--- src/rio_csr_pkg.sv ---
// shared constants and types for the error recovery register bank
`default_nettype none
package rio_csr_pkg;

  // ***********************************************
  // bus geometry
  // ***********************************************
  localparam int ADDR_W = 8;                        // byte address inside the block
  localparam int DATA_W = 32;                       // apb data width

  // ***********************************************
  // register offsets, byte addresses in the block
  // ***********************************************
  localparam logic [7:0] OFS_LINK_REQUEST = 8'h40;  // link request command
  localparam logic [7:0] OFS_REPLY        = 8'h44;  // link_reply_capture
  localparam logic [7:0] OFS_ACK_INDEX    = 8'h48;  // local_ack_index
  localparam logic [7:0] OFS_ERR_STATUS   = 8'h58;  // port_error_and_status

  // ***********************************************
  // field positions
  // ***********************************************
  localparam int REPLY_VALID_BIT = 31;              // reply captured / request sent
  localparam int REPLY_ACK_LSB   = 5;               // reply_ack_index [10:5]
  localparam int REPLY_PORT_LSB  = 0;               // port status [4:0]
  localparam int FLUSH_BIT       = 31;              // flush_pending_acks
  localparam int RX_IDX_LSB      = 24;              // rx_expected_index [29:24]
  localparam int AWAIT_IDX_LSB   = 8;               // tx_awaited_ack_index [13:8]
  localparam int TX_IDX_LSB      = 0;               // tx_next_index [5:0]
  localparam int IDLE2_SUP_BIT   = 31;              // second idle supported
  localparam int IDLE2_EN_BIT    = 30;              // second idle selected
  localparam int IDLE_ACT_BIT    = 29;              // idle sequence in use
  localparam int FLOW_MODE_BIT   = 27;              // flow control mode
  localparam int RETRY_ENC_BIT   = 20;              // output retry encountered
  localparam int RETRIED_BIT     = 19;              // output retried
  localparam int CMD_W           = 3;               // link request command width
  localparam int IDX_W           = 6;               // ack index width
  localparam int PSTAT_W         = 5;               // port status width

  // ***********************************************
  // values after reset and codes
  // ***********************************************
  localparam logic [5:0]  ACK_INDEX_RST = 6'h00;    // all three indices
  localparam logic [4:0]  PSTAT_RST     = 5'h00;    // captured port status
  localparam logic [2:0]  CMD_RST       = 3'h0;     // link request command
  localparam logic [2:0]  CMD_NO_REPLY  = 3'h3;     // command that draws no response
  localparam logic [31:0] RDATA_RST     = 32'h0000_0000;

  typedef logic [IDX_W-1:0] ack_index_t;            // one acknowledge index

endpackage
`default_nettype wire

--- src/reg_req_if.sv ---
// register request carrier between the bus port and the register logic
`timescale 1ns/10ps
`default_nettype none
interface reg_req_if;
  logic                              acc_stb;  // capture edge of an access
  logic                              wr_stb;   // edge at which a write takes effect
  logic                              is_write; // direction of the access
  logic [rio_csr_pkg::ADDR_W-1:0]    addr;     // byte address
  logic [rio_csr_pkg::DATA_W-1:0]    wdata;    // write data

  // bus side drives, register side listens
  modport port (output acc_stb, wr_stb, is_write, addr, wdata);
  modport user (input acc_stb, wr_stb, is_write, addr, wdata);
endinterface
`default_nettype wire

--- src/ack_index_unit.sv ---
// inbound, awaited and outbound acknowledge index keeping
`timescale 1ns/10ps
`default_nettype none
module ack_index_unit
#(
  parameter bit ENABLE = 1'b1                        // software recovery present
)(
  input  wire logic                   ref_clk_i,
  input  wire logic                   sys_rst_i,
  input  wire logic                   clk_en_i,
  reg_req_if.user                     req,
  input  wire logic                   rx_pkt_acked_i,   // received packet acknowledged
  input  wire logic                   tx_pkt_sent_i,    // packet handed to the link
  input  wire logic                   pa_rx_i,          // packet-accepted received
  output var  rio_csr_pkg::ack_index_t rx_expected_o,
  output var  rio_csr_pkg::ack_index_t tx_awaited_o,
  output var  rio_csr_pkg::ack_index_t tx_next_o,
  output var  logic                   flush_acks_o,
  output var  logic                   retransmit_o
);
  import rio_csr_pkg::*;

  logic idx_wr;   // write to the index register
  logic do_flush; // write carries the flush bit

  assign idx_wr   = ENABLE & req.wr_stb & (req.addr == OFS_ACK_INDEX);
  assign do_flush = idx_wr & req.wdata[FLUSH_BIT];

  // ***********************************************
  // inbound index
  // ***********************************************
  // a software write wins over a same-cycle hardware step
  always_ff @(posedge ref_clk_i)
  begin
    if (sys_rst_i)
      rx_expected_o <= ACK_INDEX_RST;
    else if (clk_en_i)
    begin
      if (idx_wr & ~do_flush)
        rx_expected_o <= req.wdata[RX_IDX_LSB +: IDX_W];
      else if (rx_pkt_acked_i)
        rx_expected_o <= rx_expected_o + 6'h01;
    end
  end

  // ***********************************************
  // outbound and awaited indices
  // ***********************************************
  always_ff @(posedge ref_clk_i)
  begin
    if (sys_rst_i)
    begin
      tx_next_o    <= ACK_INDEX_RST;
      tx_awaited_o <= ACK_INDEX_RST;
    end
    else if (clk_en_i)
    begin
      if (idx_wr)
        tx_next_o <= req.wdata[TX_IDX_LSB +: IDX_W];
      else if (tx_pkt_sent_i)
        tx_next_o <= tx_next_o + 6'h01;
      if (pa_rx_i)
        tx_awaited_o <= tx_awaited_o + 6'h01;
    end
  end

  // ***********************************************
  // one-cycle commands toward the link logic
  // ***********************************************
  always_ff @(posedge ref_clk_i)
  begin
    if (sys_rst_i)
    begin
      flush_acks_o <= 1'b0;
      retransmit_o <= 1'b0;
    end
    else if (clk_en_i)
    begin
      flush_acks_o <= do_flush;
      retransmit_o <= idx_wr;
    end
  end

endmodule // ack_index_unit
`default_nettype wire

--- src/apb_access_port.sv ---
// apb slave handshake producing register strobes
`timescale 1ns/10ps
`default_nettype none
module apb_access_port
(
  input  wire logic                           ref_clk_i,
  input  wire logic                           sys_rst_i,
  input  wire logic                           clk_en_i,
  input  wire logic                           psel_i,
  input  wire logic                           penable_i,
  input  wire logic                           pwrite_i,
  input  wire logic [rio_csr_pkg::ADDR_W-1:0] paddr_i,
  input  wire logic [rio_csr_pkg::DATA_W-1:0] pwdata_i,
  output var  logic                           pready_o,
  reg_req_if.port                             req
);
  import rio_csr_pkg::*;

  // ***********************************************
  // strobes
  // ***********************************************
  // one wait state: the first access cycle captures, the second completes
  assign req.acc_stb  = clk_en_i & psel_i & penable_i & ~pready_o;
  assign req.wr_stb   = clk_en_i & psel_i & penable_i & pready_o & pwrite_i;
  assign req.is_write = pwrite_i;
  assign req.addr     = paddr_i;
  assign req.wdata    = pwdata_i;

  // ***********************************************
  // ready
  // ***********************************************
  // high for exactly one cycle per access, back to back allowed
  always_ff @(posedge ref_clk_i)
  begin
    if (sys_rst_i)
      pready_o <= 1'b0;
    else if (clk_en_i)
      pready_o <= psel_i & penable_i & ~pready_o;
  end

endmodule // apb_access_port
`default_nettype wire

--- src/rio_error_recovery_csrs.sv ---
// error recovery status and control registers of a serial port, apb slave
// Function
// - reply and index registers only with recovery
// - reply valid sets on response, read clears
// - no-response command sets valid when sent
// - capture ack and port status, read-only
// - flush bit always reads zero
// - flush write discards unacknowledged received packets
// - inbound expected index, writable, resets zero
// - inbound index ignores write with flush set
// - awaited ack index reads back, read-only
// - outbound next index, writable, resets zero
// - outbound index write triggers retransmission
// - bit 31 reports second idle support
// - bit 30 selects idle, fixed if unsupported
// - bit 29 reports active idle sequence
// - bit 27 reports flow control mode
// - retry encountered latches, write one clears
// - command write sends link request
// - retried sets on retry, clears on accept
//
// Chosen here: register access over APB.
`timescale 1ns/10ps
`default_nettype none
module rio_error_recovery_csrs
#(
  parameter bit SW_RECOVERY   = 1'b1,  // software assisted recovery built in
  parameter bit IDLE2_SUPPORT = 1'b1,  // second idle sequence available
  parameter bit HIGH_RATE     = 1'b0,  // lane rate above 5.5 Gbaud
  parameter bit IDLE2_EN_RST  = 1'b0   // idle selection after reset
)(
  input  wire logic                           ref_clk_i,
  input  wire logic                           sys_rst_i,
  input  wire logic                           clk_en_i,
  input  wire logic                           psel_i,
  input  wire logic                           penable_i,
  input  wire logic                           pwrite_i,
  input  wire logic [rio_csr_pkg::ADDR_W-1:0] paddr_i,
  input  wire logic [rio_csr_pkg::DATA_W-1:0] pwdata_i,
  output var  logic [rio_csr_pkg::DATA_W-1:0] prdata_o,
  output var  logic                           pready_o,
  output var  logic                           pslverr_o,
  input  wire logic                           lresp_valid_i,
  input  wire logic [rio_csr_pkg::IDX_W-1:0]  lresp_ack_i,
  input  wire logic [rio_csr_pkg::PSTAT_W-1:0] lresp_port_i,
  input  wire logic                           lreq_sent_i,
  input  wire logic                           rx_pkt_acked_i,
  input  wire logic                           tx_pkt_sent_i,
  input  wire logic                           pa_rx_i,
  input  wire logic                           pna_rx_i,
  input  wire logic                           retry_rx_i,
  input  wire logic                           idle2_active_i,
  input  wire logic                           tx_flow_ctrl_i,
  output var  logic [rio_csr_pkg::CMD_W-1:0]  lreq_cmd_o,
  output var  logic                           lreq_go_o,
  output var  logic                           flush_acks_o,
  output var  logic                           retransmit_o,
  output var  rio_csr_pkg::ack_index_t        rx_expected_o,
  output var  rio_csr_pkg::ack_index_t        tx_awaited_o,
  output var  rio_csr_pkg::ack_index_t        tx_next_o,
  output var  logic                           idle2_enable_o
);
  import rio_csr_pkg::*;

  // ***********************************************
  // declarations
  // ***********************************************
  reg_req_if req ();                        // strobes from the bus port

  logic               reply_valid;          // reply bit 31
  logic [IDX_W-1:0]   reply_ack_index;      // captured ack status
  logic [PSTAT_W-1:0] reply_port;           // captured port status
  logic               retry_enc;            // output retry encountered
  logic               retried;              // last answer was a retry
  logic [DATA_W-1:0]  next_rdata;           // read mux result
  logic               reply_set;            // event that validates the reply
  logic               reply_rd;             // read of the reply register
  logic               lreq_wr;              // write to the command register
  logic               stat_wr;              // write to error and status
  logic               idle2_writable;       // selection is not frozen

  // ***********************************************
  // decode helper
  // ***********************************************
  // unaligned or unknown offsets answer with an error, read as zero
  function automatic logic is_mapped(input logic [ADDR_W-1:0] a);
    logic hit;
    hit = (a == OFS_ERR_STATUS);
    if (SW_RECOVERY)
      hit = hit | (a == OFS_LINK_REQUEST) | (a == OFS_REPLY) | (a == OFS_ACK_INDEX);
    return hit;
  endfunction

  // ***********************************************
  // sub-blocks
  // ***********************************************
  // bus handshake, one wait state per access
  apb_access_port u_apb
  (
    .ref_clk_i (ref_clk_i),
    .sys_rst_i (sys_rst_i),
    .clk_en_i  (clk_en_i),
    .psel_i    (psel_i),
    .penable_i (penable_i),
    .pwrite_i  (pwrite_i),
    .paddr_i   (paddr_i),
    .pwdata_i  (pwdata_i),
    .pready_o  (pready_o),
    .req       (req.port)
  );

  // acknowledge indices and their commands
  ack_index_unit #(.ENABLE(SW_RECOVERY)) u_ack
  (
    .ref_clk_i      (ref_clk_i),
    .sys_rst_i      (sys_rst_i),
    .clk_en_i       (clk_en_i),
    .req            (req.user),
    .rx_pkt_acked_i (rx_pkt_acked_i),
    .tx_pkt_sent_i  (tx_pkt_sent_i),
    .pa_rx_i        (pa_rx_i),
    .rx_expected_o  (rx_expected_o),
    .tx_awaited_o   (tx_awaited_o),
    .tx_next_o      (tx_next_o),
    .flush_acks_o   (flush_acks_o),
    .retransmit_o   (retransmit_o)
  );

  // ***********************************************
  // strobe decode
  // ***********************************************
  // the read clear rides on the capture edge so a reply that lands
  // between capture and completion is never wiped unseen
  assign reply_rd  = SW_RECOVERY & req.acc_stb & ~req.is_write & (req.addr == OFS_REPLY);
  assign lreq_wr   = SW_RECOVERY & req.wr_stb & (req.addr == OFS_LINK_REQUEST);
  assign stat_wr   = req.wr_stb & (req.addr == OFS_ERR_STATUS);
  assign reply_set = SW_RECOVERY & (lresp_valid_i
                     | (lreq_sent_i & (lreq_cmd_o == CMD_NO_REPLY)));
  assign idle2_writable = IDLE2_SUPPORT & ~HIGH_RATE;

  // ***********************************************
  // link request command
  // ***********************************************
  // the go pulse follows the completing write by one cycle
  always_ff @(posedge ref_clk_i)
  begin
    if (sys_rst_i)
    begin
      lreq_cmd_o <= CMD_RST;
      lreq_go_o  <= 1'b0;
    end
    else if (clk_en_i)
    begin
      lreq_go_o <= lreq_wr;
      if (lreq_wr)
        lreq_cmd_o <= req.wdata[CMD_W-1:0];
    end
  end

  // ***********************************************
  // reply capture
  // ***********************************************
  // set wins over the read clear in the same cycle
  always_ff @(posedge ref_clk_i)
  begin
    if (sys_rst_i)
      reply_valid <= 1'b0;
    else if (clk_en_i)
    begin
      if (reply_set)
        reply_valid <= 1'b1;
      else if (reply_rd)
        reply_valid <= 1'b0;
    end
  end

  // status fields only move on a real response symbol
  always_ff @(posedge ref_clk_i)
  begin
    if (sys_rst_i)
    begin
      reply_ack_index <= ACK_INDEX_RST;
      reply_port      <= PSTAT_RST;
    end
    else if (clk_en_i && SW_RECOVERY && lresp_valid_i)
    begin
      reply_ack_index <= lresp_ack_i;
      reply_port      <= lresp_port_i;
    end
  end

  // ***********************************************
  // error and status bits
  // ***********************************************
  // retry flags: hardware set beats the software clear
  always_ff @(posedge ref_clk_i)
  begin
    if (sys_rst_i)
    begin
      retry_enc <= 1'b0;
      retried   <= 1'b0;
    end
    else if (clk_en_i)
    begin
      if (retry_rx_i)
        retry_enc <= 1'b1;
      else if (stat_wr && req.wdata[RETRY_ENC_BIT])
        retry_enc <= 1'b0;
      if (retry_rx_i)
        retried <= 1'b1;
      else if (pa_rx_i || pna_rx_i)
        retried <= 1'b0;
    end
  end

  // idle selection holds its reset value when frozen
  always_ff @(posedge ref_clk_i)
  begin
    if (sys_rst_i)
      idle2_enable_o <= IDLE2_EN_RST & IDLE2_SUPPORT;
    else if (clk_en_i && stat_wr && idle2_writable)
      idle2_enable_o <= req.wdata[IDLE2_EN_BIT];
  end

  // ***********************************************
  // read mux
  // ***********************************************
  // every bit not placed here reads as zero
  always_comb
  begin
    next_rdata = RDATA_RST;
    case (req.addr)
      OFS_LINK_REQUEST:
      begin
        if (SW_RECOVERY)
          next_rdata[CMD_W-1:0] = lreq_cmd_o;
      end
      OFS_REPLY:
      begin
        if (SW_RECOVERY)
        begin
          next_rdata[REPLY_VALID_BIT]               = reply_valid;
          next_rdata[REPLY_ACK_LSB +: IDX_W]        = reply_ack_index;
          next_rdata[REPLY_PORT_LSB +: PSTAT_W]     = reply_port;
        end
      end
      OFS_ACK_INDEX:
      begin
        if (SW_RECOVERY)
        begin
          next_rdata[FLUSH_BIT]             = 1'b0;
          next_rdata[RX_IDX_LSB +: IDX_W]    = rx_expected_o;
          next_rdata[AWAIT_IDX_LSB +: IDX_W] = tx_awaited_o;
          next_rdata[TX_IDX_LSB +: IDX_W]    = tx_next_o;
        end
      end
      OFS_ERR_STATUS:
      begin
        next_rdata[IDLE2_SUP_BIT] = IDLE2_SUPPORT;
        next_rdata[IDLE2_EN_BIT]  = idle2_enable_o;
        next_rdata[IDLE_ACT_BIT]  = idle2_active_i;
        next_rdata[FLOW_MODE_BIT] = tx_flow_ctrl_i;
        next_rdata[RETRY_ENC_BIT] = retry_enc;
        next_rdata[RETRIED_BIT]   = retried;
      end
      default:
        next_rdata = RDATA_RST;
    endcase
  end

  // ***********************************************
  // bus answer
  // ***********************************************
  // data and error are fixed at capture and held through completion
  always_ff @(posedge ref_clk_i)
  begin
    if (sys_rst_i)
    begin
      prdata_o  <= RDATA_RST;
      pslverr_o <= 1'b0;
    end
    else if (clk_en_i && req.acc_stb)
    begin
      prdata_o  <= req.is_write ? RDATA_RST : next_rdata;
      pslverr_o <= ~is_mapped(req.addr);
    end
  end
endmodule // rio_error_recovery_csrs
`default_nettype wire

--- config.mk ---
export PLATFORM = sky130hd
export DESIGN_NAME = rio_error_recovery_csrs
export DESIGN_NICKNAME = d
export VERILOG_FILES = /design/src/rio_csr_pkg.sv /design/src/reg_req_if.sv /design/src/ack_index_unit.sv /design/src/apb_access_port.sv /design/src/rio_error_recovery_csrs.sv
export SDC_FILE = /design/constraint.sdc
export NUM_CORES = 1
export LEC_CHECK = 0
export ABC_CLOCK_PERIOD_IN_PS = 2060
export BUFFER_PORTS_ARGS = -buffer_cell sky130_fd_sc_hd__clkbuf_2
export CAP_MARGIN = 5
export CORE_UTILIZATION = 50
export DETAILED_ROUTE_END_ITERATION = 7
export PLACE_DENSITY = 0.78
export RECOVER_POWER = 50
export SYNTH_ARGS = -nofsm -noshare
export SYNTH_HDL_FRONTEND = slang
export SYNTH_HIERARCHICAL = 1
export SYNTH_SLANG_ARGS = --single-unit
export TNS_END_PERCENT = 1
--- constraint.sdc ---
create_clock -name ref_clk_i -period 2.06 [get_ports ref_clk_i]
set_clock_uncertainty 0.1 [all_clocks]
set_input_delay 0.206 -clock ref_clk_i [delete_from_list [all_inputs] [get_ports ref_clk_i]]
set_output_delay 0.206 -clock ref_clk_i [all_outputs]
set_load 0.02 [all_outputs]
==> impl_metrics.py <==
metrics = {
    "run_status": {
        "status": "complete, no violations",
    },
    "power": {
        "cellPowerDensity_nw_per_um2": 696.6,
        "total_power_uw": 2760,
        "sequentialPowerShare_pct": 47.2,
        "p_leak_uw": 0.001545,
        "swShare_pct": 24.64,
        "power_switching_uw": 680.2,
        "clkPwrFrac_pct": 43.3,
        "vdd_drop_max_mv": 0.4095,
        "p_comb_share_pct": 9.6,
        "p_int_uw": 2080,
    },
    "clock_tree": {
        "cts_made_buffers": 9,
        "cts.clk_slew.worst_paths_ns": 0.07,
        "cts_tree": "yes",
        "root_buffer": "clkbuf_8",
        "cts_buffer_depth": 2,
        "clock-sinks": 65,
        "cts-htree-levels": 3,
        "clk_latency_ns": 0.33,
    },
    "placement": {
        "dp_hpwl_mm": 5.991,
        "portBuffers": 99,
        "routabilityCongestion": 0.8160,
    },
    "grt": {
        "grtUsageMet2_pct": 39.12,
        "grt_use_met1_pct": 32.17,
        "grt_pass1_wl_mm": 13.46,
        "grt_max_degree": 50,
        "use_met3_pct": 4.473,
        "top_usage_layer": "met2",
        "antenna_found_initial": 0,
        "grt_overflow": 0,
        "grt_pass1_vias": 2799,
        "grt_usage_pct": 24.37,
    },
    "floorplanning": {
        "die_height_um": 83.24,
        "design.core.area_um2": 6350,
        "num_rows": 29,
        "die_area_um2": 6928,
        "initial_core_util_pct": 51.96,
        "io_pins": 125,
        "die_x_um": 83.24,
    },
    "timing": {
        "hold_slack_ns": 0.01217,
        "worstMarginPinSlew_ns": 0.6498,
        "max_clock_freq_mhz": 515.3,
        "hold_viol_final": 0,
        "slew_viol_final": 0,
        "period_minus_slack_ns": 1.941,
        "final.period_utilization_pct": 94.21,
        "setup_violations": 0,
        "setup_tns_ns": 0,
        "max-slew-margin-rel_pct": 56.68,
        "grt_setup_unrepaired": "false",
    },
    "final_layout": {
        "layout.nets": 529,
        "layout_commonest_cell": "dfxtp_1",
        "area_delta_synth_final_pct": 20.10,
        "final_cell_mix": "dfxtp_1, clkbuf_1, clkbuf_2, nand2_1, a21oi_1",
        "layout-drive-gt1-share_pct": 19.35,
        "diodes": 0,
    },
    "routing": {
        "routed_wl_mm": 8.438,
        "drt_iter0_drc": 140,
        "postRouteAntennaNets": 0,
        "vias": 3040,
        "post_drt_wl_per_cell_um": 15.57,
        "via_per_inst": 5.609,
        "drc": 0,
        "first_pass_iters": 4,
    },
    "setup_path": {
        "reg2reg_slack_ns": 0.12,
        "rr_startpoint": "u_apb/pready_o",
        "worstPathMaxFanout": 9,
        "critical_path_class": "flip-flop to flip-flop",
        "slowest_delay_ns": 0.61,
        "end_kind": "flip-flop",
        "worstPathRequired_ns": 2.24,
        "crit_chain": "nand4b_4 -> inv_1 -> or4bb_4 -> nor3_4 -> buf_12 -> a221o_1",
        "crit_path_start_kind": "flip-flop",
        "arrival_ns": 2.12,
        "cp_slowest_cell": "or4bb_4",
        "cp-startpoint": "u_apb/pready_o",
    },
    "logic_synthesis": {
        "syn_inst": 372,
        "avgSynthCellArea_um2": 8.869,
        "synth_area_um2": 3299,
        "yosysWarnings": 6,
    },
    "run": {
        "max-cap-violations": 0,
    },
    "hold_path": {
        "min_from": "pwdata_i[30]",
        "worstHoldPathType": "primary input to flip-flop",
    },
}
registers in the layout, indices dropped and copies added (netlist names):
register,count
u_ack/retransmit_o,1
pslverr_o,1
retry_enc,1
retried,1
u_ack/tx_awaited_o,6
lreq_go_o,1
u_ack/tx_next_o,6
lreq_cmd_o,3
reply_port,5
prdata_o,24
reply_ack_index,6
idle2_enable_o,1
reply_valid,1
u_ack/flush_acks_o,1
u_ack/rx_expected_o,6
u_apb/pready_o,1
power by group through the flow:
| stage | clock [µW] | sequential (µW) | combinational, µW |
|---|---|---|---|
| 5_1_grt | 1270 | 1300 | 289 |
| 3_3_place_gp | 0 | 1330 | 241 |
| 6_report | 1190 | 1300 | 265 |
| 4_1_cts | 1200 | 1300 | 261 |
| 2_1_floorplan | 0 | 1340 | 181 |
| 3_5_place_dp | 0 | 1330 | 245 |
per-stage QoR:
stage / std cells / setup slack, ns / instance area, µm² / utilization (%)
2_1_floorplan: 379 / 0.1098 / 3326 / -
3_3_place_gp: 513 / 0.09464 / 3654 / 57.54
3_5_place_dp: 513 / 0.02772 / 3654 / 57.54
4_1_cts: 539 / 0.0004030 / 3979 / 62.66
5_1_grt: 542 / 0.01214 / 3963 / 62.40
6_report: 542 / 0.1192 / 3963 / 62.40
critical path: cells and delay by family (launching register included):
| family | cells | cell delay [ns] |
|---|---|---|
| and+or+nand+nor | 3 | 1.02 |
| DFF | 1 | 0.34 |
| buffers and inverters | 2 | 0.30 |
| AOI/OAI and AO/OA | 1 | 0.14 |
area by class of cell:
class                   instances  area (µm²)
repair buffers                122       645.6
clock buffers                  13       178.9
well taps                      77       96.34
inverters                       9       33.78
clock inverters                 3       46.29
flip-flops and latches         65        1301
fillers                       575        2387
multi-input cells             253        1660
final timing paths:
| check | end | cells past startpoint |
|---|---|---|
| setup / recovery | prdata_o[8] | 6 |
| hold / removal | idle2_enable_o | 3 |
| setup reg to reg | prdata_o[8] | 6 |
| hold reg to reg | prdata_o[12] | 2 |
routing by layer:
| metal | wire length [µm] | vias to the layer above | part of all wire (%) |
|---|---|---|---|
| li1 | - | 1489 | - |
| met1 | 3814 | 1427 | 45 |
| met2 | 3983 | 112 | 47 |
| met3 | 509 | 12 | 6.0 |
| met4 | 131 | 0 | 1.6 |
| met5 | 0 | - | 0 |
what timing repair did:
| action | in CTS | in global routing |
|---|---|---|
| resized for setup | 0 | 3 |
| setup buffers | 0 | 1 |
| hold endpoints to repair | 11 | 2 |
| hold buffers | 10 | 2 |
| setup endpoints to repair | 0 | 14 |
Note: power is estimated with default switching activity, not from simulation.
